File: src/inc/ctl_frame_cfg.svh
`ifndef CTL_FRAME_CFG_SVH
`define CTL_FRAME_CFG_SVH
`define HDR_BYTES 7'd64
`define OFF_START_HI 6'h00
`define OFF_START_LO 6'h01
`define OFF_PROTO_REV 6'h02
`define OFF_COMMAND 6'h03
`define OFF_STATUS 6'h05
`define OFF_FLAGS_LO 6'h07
`define OFF_LEN_0 6'h08
`define OFF_LEN_3 6'h0B
`define OFF_ADDR_HI 6'h0C
`define OFF_ADDR_LO 6'h0D
`define OFF_PCRC_0 6'h3A
`define OFF_PCRC_3 6'h3D
`define OFF_HCRC_HI 6'h3E
`define OFF_HCRC_LO 6'h3F
`define START_ID 16'hA1EC
`define PROTO_REV 8'h03
`define CMD_REG_WRITE 8'h04
`define CMD_RESET 8'h07
`define FLAG_SKIP_PCRC 0
`define ST_OK 8'h00
`define ST_HDR_CRC 8'hFB
`define ST_PAY_CRC 8'hFC
`define ST_UNKNOWN 8'hFF
`define CRC16_POLY 16'h1021
`define CRC16_INIT 16'h0000
`define CRC32_POLY 32'h04C1_1DB7
`define CRC32_INIT 32'h0FFF_FFFF
`endif

File: src/inc/ctl_frame_pkg.sv
package ctl_frame_pkg;
    typedef enum logic [2:0] {
        RX_HDR = 3'b000,
        RX_DATA = 3'b001,
        EVAL = 3'b010,
        WAIT_DONE = 3'b011,
        TX_HDR = 3'b100
    } phase_t;
endpackage

File: src/inc/crc_if.sv
`timescale 1ns/1ns
interface crc_if;
    logic clear;
    logic step;
    logic [7:0] dataByte;
    logic [15:0] crc16;
    logic [31:0] crc32;
    modport engine(input clear, input step, input dataByte, output crc16, output crc32);
    modport user(output clear, output step, output dataByte, input crc16, input crc32);
endinterface

File: src/logic/control_frame_write_reset.sv
// How it works
// - Header checksum: CRC-CCITT, poly 1021, init zero
// - Payload checksum: CRC-32, 04C11DB7, printed init
// - Header checksum at 3E covers 02..3D
// - Frames start with A1EC, high byte first
// - Byte 02 carries protocol version 03
// - Write response carries command code 04
// - Write response status byte holds result
// - Write response echoes start address at 0C
// - No payload: length and payload checksum zero
// - Flag bit 0 skips payload CRC check
// - Reset uses code 07, reply echoes it
// - Reserved and spare header bytes ignored
// - Reset frame flags carry no meaning
// - Reset response status holds result code
// - Status 00 ok, FB, FC, FF errors
`timescale 1ns/1ns
`include "ctl_frame_cfg.svh"
module control_frame_write_reset #(
    parameter int MAX_PAYLOAD = 256 // Write payload size in bytes; only checked to be even and at least 2, frame length is not limited by it
) (
    input wire logic clk, // 10 MHz clock
    input wire logic rst_n, // Synchronous reset, low
    input wire logic ce, // Clock enable
    input wire logic [7:0] rxByte, // Command byte
    input wire logic rxValid, // Command byte strobe
    output logic rxReady, // Command byte accepted
    output logic [7:0] txByte, // Response byte
    output logic txValid, // Response byte strobe
    input wire logic txReady, // Response byte taken
    output logic wrReq, // Register write pulse
    output logic [15:0] wrAddr, // Register address
    output logic [15:0] wrData, // Register value
    output logic rstReq, // Reset request pulse
    input wire logic opDone, // Write or reset finished
    input wire logic [7:0] opStatus // Result code of operation
);
    if (MAX_PAYLOAD < 2 || MAX_PAYLOAD % 2 != 0) begin : g_bad_payload
        $error("MAX_PAYLOAD must be even and at least 2");
    end

    ctl_frame_pkg::phase_t phase, next_phase;
    logic [5:0] idx, next_idx;
    logic [31:0] dataLeft, next_dataLeft;
    logic [7:0] cmd, next_cmd;
    logic skipPcrc, next_skipPcrc;
    logic [15:0] addr, next_addr;
    logic [31:0] len, next_len;
    logic [31:0] pcrcRx, next_pcrcRx;
    logic [15:0] hcrcRx, next_hcrcRx;
    logic [15:0] startId, next_startId;
    logic [7:0] proto, next_proto;
    logic [7:0] status, next_status;
    logic [15:0] hcrcHold, next_hcrcHold;
    logic [15:0] pcrcGood, next_pcrcGood;
    logic hiByte, next_hiByte;
    logic [7:0] dataHi, next_dataHi;
    logic [15:0] regPtr, next_regPtr;
    logic next_wrReq, next_rstReq;
    logic [15:0] next_wrAddr, next_wrData;
    logic [7:0] next_txByte;

    crc_if crc();
    crc_engine u_crc (
        .clk(clk),
        .rst_n(rst_n),
        .ce(ce),
        .crc(crc.engine)
    );

    assign rxReady = (phase == ctl_frame_pkg::RX_HDR) || (phase == ctl_frame_pkg::RX_DATA);
    assign txValid = (phase == ctl_frame_pkg::TX_HDR);

    // Byte for the next offset, so the response byte leaves a flip-flop
    always_comb begin
        next_txByte = 8'h00; // reserved/spare/flags sent as zero, length and CRC32 zero
        case (next_idx)
            `OFF_START_HI: next_txByte = 8'(`START_ID >> 8);
            `OFF_START_LO: next_txByte = 8'(`START_ID);
            `OFF_PROTO_REV: next_txByte = `PROTO_REV;
            `OFF_COMMAND: next_txByte = next_cmd;
            `OFF_STATUS: next_txByte = next_status;
            `OFF_ADDR_HI: next_txByte = (next_cmd == `CMD_REG_WRITE) ? next_addr[15:8] : 8'h00;
            `OFF_ADDR_LO: next_txByte = (next_cmd == `CMD_REG_WRITE) ? next_addr[7:0] : 8'h00;
            `OFF_HCRC_HI: next_txByte = next_hcrcHold[15:8];
            `OFF_HCRC_LO: next_txByte = next_hcrcHold[7:0];
            default: next_txByte = 8'h00;
        endcase
    end

    always_comb begin
        next_phase = phase;
        next_idx = idx;
        next_dataLeft = dataLeft;
        next_cmd = cmd;
        next_skipPcrc = skipPcrc;
        next_addr = addr;
        next_len = len;
        next_pcrcRx = pcrcRx;
        next_hcrcRx = hcrcRx;
        next_startId = startId;
        next_proto = proto;
        next_status = status;
        next_hcrcHold = hcrcHold;
        next_pcrcGood = pcrcGood;
        next_hiByte = hiByte;
        next_dataHi = dataHi;
        next_regPtr = regPtr;
        next_wrReq = 1'b0;
        next_rstReq = 1'b0;
        next_wrAddr = wrAddr;
        next_wrData = wrData;
        crc.clear = 1'b0;
        crc.step = 1'b0;
        crc.dataByte = rxByte;
        case (phase)
            ctl_frame_pkg::RX_HDR: begin
                if (rxValid) begin
                    // Header CRC runs over 02..3D only
                    crc.clear = (idx == `OFF_START_LO) || (idx == `OFF_HCRC_LO);
                    crc.step = (idx >= `OFF_PROTO_REV) && (idx <= `OFF_PCRC_3);
                    case (idx)
                        `OFF_START_HI: next_startId[15:8] = rxByte;
                        `OFF_START_LO: next_startId[7:0] = rxByte;
                        `OFF_PROTO_REV: next_proto = rxByte;
                        `OFF_COMMAND: next_cmd = rxByte;
                        `OFF_FLAGS_LO: next_skipPcrc = rxByte[`FLAG_SKIP_PCRC];
                        `OFF_ADDR_HI: next_addr[15:8] = rxByte;
                        `OFF_ADDR_LO: next_addr[7:0] = rxByte;
                        `OFF_HCRC_HI: next_hcrcRx[15:8] = rxByte;
                        default: begin
                        end
                    endcase
                    if (idx >= `OFF_LEN_0 && idx <= `OFF_LEN_3)
                        next_len = {len[23:0], rxByte};
                    if (idx >= `OFF_PCRC_0 && idx <= `OFF_PCRC_3)
                        next_pcrcRx = {pcrcRx[23:0], rxByte};
                    if (idx == `OFF_PCRC_3)
                        next_hcrcHold = crc.crc16;
                    if (idx == `OFF_PCRC_3)
                        next_hcrcHold = next_crc16_of(crc.crc16, rxByte);
                    next_idx = idx + 6'd1;
                    if (idx == `OFF_HCRC_LO) begin
                        next_hcrcRx[7:0] = rxByte;
                        next_dataLeft = (cmd == `CMD_REG_WRITE) ? len : 32'd0;
                        next_hiByte = 1'b1;
                        next_regPtr = addr;
                        next_phase = ((cmd == `CMD_REG_WRITE) && (len != 32'd0))
                            ? ctl_frame_pkg::RX_DATA : ctl_frame_pkg::EVAL;
                    end
                end
            end
            ctl_frame_pkg::RX_DATA: begin
                if (rxValid) begin
                    crc.step = 1'b1;
                    next_hiByte = !hiByte;
                    if (hiByte)
                        next_dataHi = rxByte;
                    next_dataLeft = dataLeft - 32'd1;
                    if (dataLeft == 32'd1)
                        next_phase = ctl_frame_pkg::EVAL;
                end
            end
            ctl_frame_pkg::EVAL: begin
                // Payload words are only released after the header CRC passes and the payload CRC passes, unless flag bit 0 skips that check
                if (startId != `START_ID || proto != `PROTO_REV)
                    next_status = `ST_UNKNOWN;
                else if (hcrcHold != hcrcRx)
                    next_status = `ST_HDR_CRC;
                else if (cmd == `CMD_REG_WRITE && !skipPcrc && len != 32'd0 && crc.crc32 != pcrcRx)
                    next_status = `ST_PAY_CRC;
                else if (cmd != `CMD_REG_WRITE && cmd != `CMD_RESET)
                    next_status = `ST_UNKNOWN;
                else
                    next_status = `ST_OK; // reset flags not consulted
                if (next_status == `ST_OK) begin
                    next_wrReq = (cmd == `CMD_REG_WRITE);
                    next_rstReq = (cmd == `CMD_RESET);
                    next_wrAddr = addr;
                    next_wrData = {dataHi, 8'h00};
                    next_phase = ctl_frame_pkg::WAIT_DONE;
                end else begin
                    next_idx = 6'd0;
                    next_phase = ctl_frame_pkg::TX_HDR;
                end
                crc.clear = 1'b1;
            end
            ctl_frame_pkg::WAIT_DONE: begin
                if (opDone) begin
                    next_status = opStatus; // answer once opDone reports the operation finished
                    next_idx = 6'd0;
                    next_phase = ctl_frame_pkg::TX_HDR;
                end
            end
            ctl_frame_pkg::TX_HDR: begin
                crc.dataByte = txByte;
                if (txReady) begin
                    crc.step = (idx >= `OFF_PROTO_REV) && (idx <= `OFF_PCRC_3);
                    if (idx == `OFF_PCRC_3)
                        next_hcrcHold = next_crc16_of(crc.crc16, txByte);
                    next_idx = idx + 6'd1;
                    if (idx == `OFF_HCRC_LO) begin
                        next_idx = 6'd0;
                        crc.clear = 1'b1;
                        next_phase = ctl_frame_pkg::RX_HDR;
                    end
                end
            end
            default: next_phase = ctl_frame_pkg::RX_HDR;
        endcase
    end

    function automatic logic [15:0] next_crc16_of(input logic [15:0] c, input logic [7:0] b);
        logic [15:0] r;
        r = c;
        for (int i = 7; i >= 0; i--)
            r = (r[15] ^ b[i]) ? ((r << 1) ^ `CRC16_POLY) : (r << 1);
        return r;
    endfunction

    always_ff @(posedge clk) begin
        if (!rst_n) begin
            phase <= ctl_frame_pkg::RX_HDR;
            idx <= 6'd0;
            dataLeft <= 32'h0000_0000;
            cmd <= 8'h00;
            skipPcrc <= 1'b0;
            addr <= 16'h0000;
            len <= 32'h0000_0000;
            pcrcRx <= 32'h0000_0000;
            hcrcRx <= 16'h0000;
            startId <= 16'h0000;
            proto <= 8'h00;
            status <= 8'h00;
            hcrcHold <= 16'h0000;
            pcrcGood <= 16'h0000;
            hiByte <= 1'b1;
            dataHi <= 8'h00;
            regPtr <= 16'h0000;
            wrReq <= 1'b0;
            rstReq <= 1'b0;
            wrAddr <= 16'h0000;
            wrData <= 16'h0000;
            txByte <= 8'h00;
        end else if (ce) begin
            phase <= next_phase;
            idx <= next_idx;
            dataLeft <= next_dataLeft;
            cmd <= next_cmd;
            skipPcrc <= next_skipPcrc;
            addr <= next_addr;
            len <= next_len;
            pcrcRx <= next_pcrcRx;
            hcrcRx <= next_hcrcRx;
            startId <= next_startId;
            proto <= next_proto;
            status <= next_status;
            hcrcHold <= next_hcrcHold;
            pcrcGood <= next_pcrcGood;
            hiByte <= next_hiByte;
            dataHi <= next_dataHi;
            regPtr <= next_regPtr;
            wrReq <= next_wrReq;
            rstReq <= next_rstReq;
            wrAddr <= next_wrAddr;
            wrData <= next_wrData;
            txByte <= next_txByte;
        end
    end
endmodule

File: src/logic/crc_engine.sv
`timescale 1ns/1ns
`include "ctl_frame_cfg.svh"
module crc_engine (
    input wire logic clk, // System clock
    input wire logic rst_n, // Synchronous reset
    input wire logic ce, // Clock enable
    crc_if.engine crc // Byte stream and results
);
    logic [15:0] next_crc16;
    logic [31:0] next_crc32;
    logic [15:0] c16;
    logic [31:0] c32;
    assign crc.crc16 = c16;
    assign crc.crc32 = c32;
    // MSB-first, unreflected update
    always_comb begin
        next_crc16 = c16;
        next_crc32 = c32;
        if (crc.clear) begin
            next_crc16 = `CRC16_INIT;
            next_crc32 = `CRC32_INIT;
        end else if (crc.step) begin
            for (int i = 7; i >= 0; i--) begin
                next_crc16 = (next_crc16[15] ^ crc.dataByte[i]) ?
                    ((next_crc16 << 1) ^ `CRC16_POLY) : (next_crc16 << 1);
                next_crc32 = (next_crc32[31] ^ crc.dataByte[i]) ?
                    ((next_crc32 << 1) ^ `CRC32_POLY) : (next_crc32 << 1);
            end
        end
    end
    always_ff @(posedge clk) begin
        if (!rst_n) begin
            c16 <= `CRC16_INIT;
            c32 <= `CRC32_INIT;
        end else if (ce) begin
            c16 <= next_crc16;
            c32 <= next_crc32;
        end
    end
endmodule

File: config.mk
export PLATFORM = sky130hd
export DESIGN_NAME = control_frame_write_reset
export DESIGN_NICKNAME = d
export VERILOG_FILES = /design/src/inc/ctl_frame_pkg.sv /design/src/inc/crc_if.sv /design/src/logic/control_frame_write_reset.sv /design/src/logic/crc_engine.sv
export VERILOG_INCLUDE_DIRS = /design/src /design/src/inc
export SDC_FILE = /design/constraint.sdc
export NUM_CORES = 1
export LEC_CHECK = 0
export ABC_CLOCK_PERIOD_IN_PS = 7100
export BUFFER_PORTS_ARGS = -buffer_cell sky130_fd_sc_hd__buf_2
export CORE_UTILIZATION = 60
export DETAILED_ROUTE_END_ITERATION = 16
export GPL_TIMING_DRIVEN = 0
export PLACE_DENSITY = 0.78
export SYNTH_ARGS = -nofsm -noshare
export SYNTH_HDL_FRONTEND = slang
export SYNTH_SLANG_ARGS = --single-unit
File: constraint.sdc
create_clock -name clk -period 7.1 [get_ports clk]
set_input_delay 1.065 -clock clk [delete_from_list [all_inputs] [get_ports clk]]
set_output_delay 1.065 -clock clk [all_outputs]
set_load 0.05 [all_outputs]
== Yosys cells after proc, flatten, opt, wreduce, memory -nomap -nowiden ==
Index checks and enable logic that the tools add are counted.

* RAM bits: 0
* Input port bits: 22
* Bits in latches: 0
* Logic and storage cells: 260
* Memories: 0
* Register bits: 285
* Output and inout port bits: 44
* Memory bits (read-only): 0

* Add/sub/neg operators: 2
* Reduce and logical (&&, ||, !) cells: 33
* Bitwise logic cells: 62
* Multiplexer cells: 96
* Div/mod/pow operators: 0
* $lt $le $gt $ge: 5
* Equal/unequal tests: 38
* Shifts and indexed selects: 0
* $mul: 0

{| class="wikitable"
|+ Operator list
! operator !! number
|-
| $mux W13 || 24
|-
| $mux W27 || 8
|-
| $mux W32 || 6
|-
| $mux W16 || 8
|-
| $mux W8 || 14
|-
| $not A14 Y14 || 8
|-
| $pmux W8 S9 || 1
|-
| $not A3 Y3 || 22
|-
| $pmux W32 S2 || 1
|-
| $reduce_and A4 Y1 || 9
|-
| $eq A32 B1 Y1 const B || 1
|-
| $ne A32 B32 Y1 || 1
|-
| $pmux W16 S2 || 1
|-
| $reduce_bool A32 Y1 || 1
|-
| $sub A32 B1 Y32 const B || 1
|-
| $xor A1 B1 Y1 || 32
|-
| $eq A6 B6 Y1 const B || 5
|-
| $mux W6 || 5
|-
| $eq A6 B2 Y1 const B || 4
|-
| $eq A6 B4 Y1 const B || 4
|-
| $eq A8 B3 Y1 const B || 3
|-
| $mux W3 || 8
|-
| $pmux W6 S4 || 1
|-
| $ne A16 B16 Y1 || 1
|-
| 33 further kinds || 67
|}

== Logic depth before layout (Yosys ltp) ==
Gate-level depths: netlist of the first run.

* Depth after elaboration: 20
* Depth in mapped cells: 13
* Depth with buffers taken out: 11

== Modules after synthesis ==
Synthesis of the first run repeated with hierarchy kept, for this count alone.

* Cells, all modules: 1879
* Area total of the unflattened synthesis: 15374.7 sq um

{| class="wikitable"
|+ By module, submodules not included
! module !! sequential area each (sq um) !! area each (sq um) !! cells an instance !! instances
|-
| control_frame_write_reset || 4744.6 || 12728.5 || 1632 || 1
|-
| crc_engine || 960.9 || 2646.3 || 247 || 1
|}

== Worst setup path before layout of the first run ==
No wires, ideal clock.

* Path kind: input port to flip-flop
* Start: input port rxValid
* End: register txByte[2]
* Stages: 11
* Data arrival time: 3.168 ns
* Setup time: 0.059 ns
* Path slack: 3.874 ns
* Required time: 7.041 ns
* Buffers on the path: 1
* Path through: clkbuf_1 > mux2i_1 > nor2_1 > a41o_1 > a221oi_2 > o31ai_4 > nor4b_2 > and2_1 > o311ai_4 > a41oi_2 > a21o_1

* Cells in the longest elaborated chain, start to end: 5
* Elaborated cells on any way between the ends: 21
* Classes of those cells: eq/ne: 9; mux: 11; reduce/logical: 1

{| class="wikitable"
|+ RTL lines
! item !! line !! text
|-
| start, declared || control_frame_write_reset.sv:26 || <nowiki>input wire logic rxValid,</nowiki>
|-
| $mux W8 || control_frame_write_reset.sv:118 || <nowiki>if (rxValid) begin</nowiki>
|-
| $mux W8 || control_frame_write_reset.sv:116 || <nowiki>case (phase)</nowiki>
|-
| $eq A8 B3 Y1 (no line) || n/a ||
|-
| $mux W8, on equally long branches || control_frame_write_reset.sv:84, control_frame_write_reset.sv:83 ||
|-
| $pmux W8 S9 (*) || control_frame_write_reset.sv:77 || <nowiki>case (next_idx)</nowiki>
|-
| end signal, assigned || control_frame_write_reset.sv:267 || <nowiki>txByte <= next_txByte;</nowiki>
|-
| end, declared || control_frame_write_reset.sv:28 || <nowiki>output logic [7:0] txByte,</nowiki>
|}

Mark *: on every way between the ends. The rest lies on a longest branch, timed or not.
A chain may end at the register's enable or synchronous reset.

== Worst setup path in the final report of the first run ==
* Start: register idx[0]
* End: register u_crc.c32[0] (netlist: u_crc.crc.crc32[0])

* Cells in the longest elaborated chain, start to end: 6
* Elaborated cells on any way between the ends: 16
* Classes of those cells: order compare: 2; eq/ne: 2; mux: 8; reduce/logical: 4

{| class="wikitable"
|+ RTL lines
! item !! line !! text
|-
| start, declared || control_frame_write_reset.sv:43 || <nowiki>logic [5:0] idx, next_idx;</nowiki>
|-
| start signal, assigned || control_frame_write_reset.sv:247 || <nowiki>idx <= next_idx;</nowiki>
|-
| $ge A6 B2 Y1 (no line), or another cell as far along || n/a ||
|-
| $logic_and A1 B1 Y1, or another cell as far along || control_frame_write_reset.sv:121, control_frame_write_reset.sv:198 ||
|-
| $mux W1, on equally long branches || control_frame_write_reset.sv:197, control_frame_write_reset.sv:118 ||
|-
| $pmux W1 S3 || control_frame_write_reset.sv:116 ||
|-
| $reduce_bool A2 Y1 (no line) || n/a ||
|-
| $reduce_and A2 Y1 (no line) || n/a ||
|-
| end signal, assigned || crc_engine.sv:34 || <nowiki>c32 <= `CRC32_INIT;</nowiki>
|-
| end signal, assigned || crc_engine.sv:37 || <nowiki>c32 <= next_crc32;</nowiki>
|-
| end, declared || crc_engine.sv:12 || <nowiki>logic [31:0] c32;</nowiki>
|}

Several ways; a longest one is shown, not always the timed one.

==> impl_metrics.toml, run 1 <==
[outcome]
status = "finished clean"

[routing]
via_per_inst = 6.238
drc_errors = 0
dr.max_layer_used = "met4"
wl_met3_microns = 6001
dr_wl_met2_microns = 21620
routedWlPerCell_microns = 21.56
drt_iter0_drc = 1922
drt-met1-wl_microns = 21860
drt-pass1-iter-count = 8
finalWirelength_microns = 51140
drtAntennaViolNets = 0
dr_total_vias = 14796

[timing]
setup_viol = 0
final.setup.worst_slack_ns = 2.831
fmax_mhz = 234.3
slew_viol_final = 0
hold_viol_final = 0
relSlewSlack_pct = 26.45
rsz0062_at_grt = "false"
worstMarginPinSlew_ns = 1.103
finClkSkew_ns = 0.03480
layout_min_cycle_time_ns = 4.269
final_min_period_over_clock_period_pct = 60.12
setup_tns_ns = 0

[synthesis]
synth_area_sq_mm = 0.01540
ys_seq_area_share_pct = 37.05
ys_seq_elements = 285
postSynth.asyncResetShare_pct = 0
synth_edf_count = 0
yosys_warnings = 0
avgSynthCellArea_sq_um = 7.970
synth_ff_type = "dfxtp_1"
syn_inst = 1932
ys_types = 91

[worst_setup_path]
cp_max_fo = 10
crit_required_ns = 7.53
cp.arrival_ns = 4.69
cp-start-kind = "flop"
endpoint_kind = "flop"
criticalPathCategory = "flop to flop"
rr_startpoint = "idx[0]"
critPathLaunch = "idx[0]"

[clocking]
clk_latency_ns = 0.59
clkSinkCount = 285
cts_setup_buffers = 0
cts_max_level = 1
numCtsBuffers = 30
cts_resized = 0
ctsHoldBuffers = 0
clk_path_buf_depth = 3
path_clk_slew_ns = 0.06
cts_tree = "yes"
cts_root_buf = "clkbuf_16"

[global_route]
grt_usage_pct = 38.46
antenna_found_initial = 1
grt_pass1_wl_microns = 78210
grt_pass1_vias = 13614
grt_start_max_net_pins = 18
gr-total-overflow = 0

[die]
die_area_sq_mm = 0.02631
start_util_pct = 61.15
die_y_microns = 162.2
io_pins = 66
core-area_sq_mm = 0.02518
die_x_microns = 162.2
row_count = 58

[cells_and_area]
drive_gt1_share_pct = 8.423
nNetsFinal = 2047
finalNonFillerCells = 2372
diodes = 0
areaGrowthSynthToFinish_pct = 10.88

[placed_design]
hpwlAfterDp_microns = 37810
io_buffers = 48
placedCellCount = 2317
finalWeightedCongestion = 1.037
pre_cts_slack_ns = 2.509

[power_and_ir_drop]
p_leak_nw = 6.253
peakVddDrop_v = 0.0001800
power_per_cell_area_mw_per_mm2 = 231.9

[hold_path]
hold_class = "flop to flop"
holdCritStartpoint = "wrData[12]"

[flow_run]
cap_violations = 0
## flip-flops by register name, indices dropped and copies added (netlist names)
register / count
wrAddr: 16
dataLeft: 32
dataHi: 8
hcrcRx: 16
u_crc.crc.crc16: 16
u_crc.crc.crc32: 32
wrReq: 1
proto: 8
pcrcRx: 32
addr: 16
len: 32
rstReq: 1
wrData: 8
idx: 6
hcrcHold: 16
startId: 16
txByte: 8
status: 8
hiByte: 1
cmd: 8
skipPcrc: 1
phase: 3
## area by class of cell
class                           count  area [sq um]
Buffer                            150         656.9
Sequential cell                   285          5705
Fill cell                        2195          8108
Tap cell                          330         412.9
Timing Repair Buffer               48         240.2
Clock inverter                     16         171.4
Multi-Input combinational cell   1493          9021
Inverter                           11         41.29
Clock buffer                       39         824.5
## worst paths after layout
path / end / slack, ns / cells past startpoint
worst min-delay path: wrData[12] / 0.45 / 2
worst max-delay path: u_crc.crc.crc32[0] / 2.83 / 11
worst min register to register: wrData[12] / 0.45 / 2
worst max register to register: u_crc.crc.crc32[0] / 2.83 / 11
## metal layers
metal | vias up | track usage [%]
met1 | 6972 | 55.99
met3 | 118 | 7.559
met4 | 0 | 11.92
met5 | - | 0
met2 | 845 | 56.91
li1 | 6861 | -
## cell families after synthesis
logic type | share of synthesized area [%]
adder cells (fa/ha/maj) | 0.4875
buffers and inverters | 4.534
other | 0.02435
XOR/XNOR | 11.82
multiplexers | 5.485
flip-flops | 37.05
AND/OR/NAND/NOR | 23.26
AO/OA/AOI/OAI | 17.34
## Yosys cell counts, types with 5 or more instances
master    count  share of area [%]
xnor2_1     143                8.1
nor2_1      199                4.9
o21ai_0      66                2.1
or3_1        12               0.49
nand2_1     351                8.6
buf_4        11               0.54
o21ai_1       5               0.16
nor3b_1      10               0.49
a211oi_1     17               0.83
a311oi_1      5               0.28
dfxtp_1     285                 37
nor4_1       18               0.73
nand4_1      22               0.89
mux2_2        6               0.44
a221oi_1      5               0.28
nand2b_1      7               0.28
clkbuf_1    124                3.0
a22oi_1      22                1.1
a32oi_1       5               0.28
nor3_1       53                1.7
nand3_1      44                1.4
mux2i_1      74                4.8
and3_1        9               0.37
o221ai_1     10               0.57
o211ai_1      6               0.29
and2_1       10               0.41
a31oi_1       5               0.20
ha_1          6               0.49
xnor2_2       9               0.95
xor2_1       40                2.3
buf_6         6               0.44
a21oi_1     197                6.4
buf_2         6               0.20
and4_1        5               0.28
inv_1         9               0.22
nor2b_1       5               0.20
o22ai_1      32                1.3
## metrics by stage
stage / utilization (%) / hold slack, ns / instance area (sq um) / power (mW)
4_1_cts: 67.80 / 0.4490 / 17070 / 3.947
3_5_place_dp: 63.85 / 0.4404 / 16080 / 2.386
3_3_place_gp: 63.85 / 0.4400 / 16080 / 2.378
2_1_floorplan: - / 0.4360 / 15420 / 2.231
6_report: 67.80 / 0.4510 / 17070 / 3.960
5_1_grt: 67.80 / 0.4663 / 17070 / 4.071
## report_power, final
group	switching (mW)	internal, mW	total (mW)
sequential	0.0555	1.64	1.69
clock	0.691	0.897	1.59
combinational	0.402	0.277	0.679
## cells in the final DEF, fill, tap and decap left out, types with 32 or more instances in the layout
master,n
xor2_1,40
a21oi_1,197
dfxtp_1,285
nor3_1,53
buf_2,54
o21ai_0,66
nand3_1,44
xnor2_1,143
o22ai_1,32
clkbuf_1,129
nor2_1,199
nand2_1,351
mux2i_1,74
## critical path, cell delays in order (launching register included)
cell,delay [ns]
dfxtp_1,0.51
ha_1,0.41
nand2_1,0.24
nor2_1,0.63
a221oi_1,0.20
nor2_1,0.66
a211oi_1,0.29
nand2b_1,0.26
clkbuf_1,0.23
clkbuf_1,0.29
nor3b_1,0.29
o21ai_0,0.10
Note: power is estimated with default switching activity, not from simulation.
==> run 2: changes to the inputs <==
--- a/config.mk
+++ b/config.mk
@@ -6,7 +6,7 @@
 export SDC_FILE = /design/constraint.sdc
 export NUM_CORES = 1
 export LEC_CHECK = 0
-export ABC_CLOCK_PERIOD_IN_PS = 7100
+export ABC_CLOCK_PERIOD_IN_PS = 3950
 export BUFFER_PORTS_ARGS = -buffer_cell sky130_fd_sc_hd__buf_2
 export CORE_UTILIZATION = 60
 export DETAILED_ROUTE_END_ITERATION = 16
==> constraint.sdc (replaced) <==
create_clock -name clk -period 3.95 [get_ports clk]
set_input_delay 0.5925 -clock clk [delete_from_list [all_inputs] [get_ports clk]]
set_output_delay 0.5925 -clock clk [all_outputs]
set_load 0.05 [all_outputs]
==> run 2 against run 1 <==
Setup slack got worse by 2.7 ns. Hold slack got worse by 0.023 ns. Highest routed layer unchanged. Largest cell class unchanged. Core utilization barely moved.
==> impl_metrics.toml, run 2 (synthesis results as in run 1) <==
[outcome]
status = "finished clean"

[timing]
rsz0062_at_grt = "false"
setup_viol = 0
relSlewSlack_pct = 28.18
slew_viol_final = 0
final_min_period_over_clock_period_pct = 95.68
finClkSkew_ns = 0.03816
setup_tns_ns = 0
layout_min_cycle_time_ns = 3.779
hold_viol_final = 0
fmax_mhz = 264.6
worstMarginPinSlew_ns = 1.077

[global_route]
grt_pass1_wl_microns = 78210
grt_usage_pct = 38.46
antenna_found_initial = 1
grt_start_max_net_pins = 18
gr-total-overflow = 0
grt_pass1_vias = 13614

[worst_setup_path]
endpoint_kind = "flop"
worstPathCellList = "nor4b_4 > and3_1 > buf_6 > o21ai_4 > a211oi_4 > buf_6 > nor2_2 > clkbuf_1 > a211oi_1 > a21oi_1 > o22ai_1 > nor3_1 > o21ai_0"
critical_path.max_stage_delay_ns = 0.72
cp_num_cells = 13
cp_top_family = "compound AO/OA/AOI/OAI gates"
crit_required_ns = 4.44
cp_max_fo = 10
cp.arrival_ns = 4.27
rr_worst_depth = 13
criticalPathCategory = "flop to flop"
path_common_cell = "buf_6"
cp_num_buf_inv = 3
cp-start-kind = "flop"
r2r_slack_ns = 0.17
slowest_stage = "a211oi_1"

[power_and_ir_drop]
p_leak_nw = 6.253
power_per_cell_area_mw_per_mm2 = 416.9
power_mw = 7.124
peakVddDrop_v = 0.0003235

[hold_path]
whs_path_depth = 3
hold_class = "input pin to flop"

[placed_design]
hpwlAfterDp_microns = 37810
io_buffers = 48
finalWeightedCongestion = 1.037

[die]
start_util_pct = 61.15
io_pins = 66
die_area_sq_mm = 0.02631
die_y_microns = 162.2
die_x_microns = 162.2
core-area_sq_mm = 0.02518
row_count = 58

[clocking]
cts_setup_buffers = 0
cts_max_level = 1
cts_root_buf = "clkbuf_16"
clk_path_buf_depth = 3
cts_tree = "yes"
cts_resized = 1
numCtsBuffers = 30
ctsHoldBuffers = 0
path_clk_slew_ns = 0.07
clk_latency_ns = 0.60
clkSinkCount = 285

[routing]
routedWlPerCell_microns = 21.59
drc_errors = 0
via_per_inst = 6.282
drt_iter0_drc = 1923
dr_total_vias = 14906
drtAntennaViolNets = 0
drt-pass1-iter-count = 9
finalWirelength_microns = 51240

[cells_and_area]
fin_util_pct = 67.85
layout_common_cells = "nand2_1, dfxtp_1, nor2_1, a21oi_1, xnor2_1"
final_common_cell = "nand2_1"
areaGrowthSynthToFinish_pct = 10.96
drive_gt1_share_pct = 8.570
nNetsFinal = 2047

[flow_run]
cap_violations = 0
## run 2: layout make-up
class                   instances  area, sq um
diodes                          1        2.502
plain buffers                 150        656.9
clock buffers                  39        824.5
clock inverters                16        171.4
fillers                      2193         8095
inverters                      11        41.29
multi-input cells            1493         9031
flip-flops and latches        285         5705
well taps                     330        412.9
repair buffers                 48        240.2
## run 2: metrics by stage
| step | instance area, sq um | setup WS (ns) | instances | hold WS, ns |
|---|---|---|---|---|
| 2_1_floorplan | 15420 | 1.196 | 1939 | 0.4360 |
| 3_3_place_gp | 16080 | -0.1904 | 2317 | 0.4400 |
| 3_5_place_dp | 16080 | -0.1684 | 2317 | 0.4404 |
| 4_1_cts | 17080 | 0.1079 | 2372 | 0.4204 |
| 5_1_grt | 17080 | 0.09983 | 2372 | 0.4553 |
| 6_report | 17090 | 0.1708 | 2373 | 0.4281 |
## run 2: tightest hold or removal path, delay by kind of cell
family | cells | cell delay [ns]
buffers and inverters | 1 | 0.19
AND/OR/NAND/NOR | 1 | 0.10
AO/OA/AOI/OAI | 1 | 0.06
## run 2: per-layer routing
layer  global-route usage [%]  vias up  wire length [microns]
met5                        0        -                      0
met4                    11.92        0                   1751
met3                    7.559      132                   6183
met2                    56.91      919                  21640
met1                    55.99     6998                  21660
li1                         -     6857                      -
## run 2: path summary, 6_finish.rpt
kind	startpoint	endpoint
max reg2reg	cmd[3]	txByte[4]
min	rxByte[6]	hcrcRx[6]
min reg2reg	wrData[12]	wrData[12]
max	cmd[3]	txByte[4]
## run 2: report_power, final
group          switching, mW  internal (mW)
registers             0.0995           2.94
clock network           1.24           1.61
logic                  0.727          0.498
total                   2.07           5.05
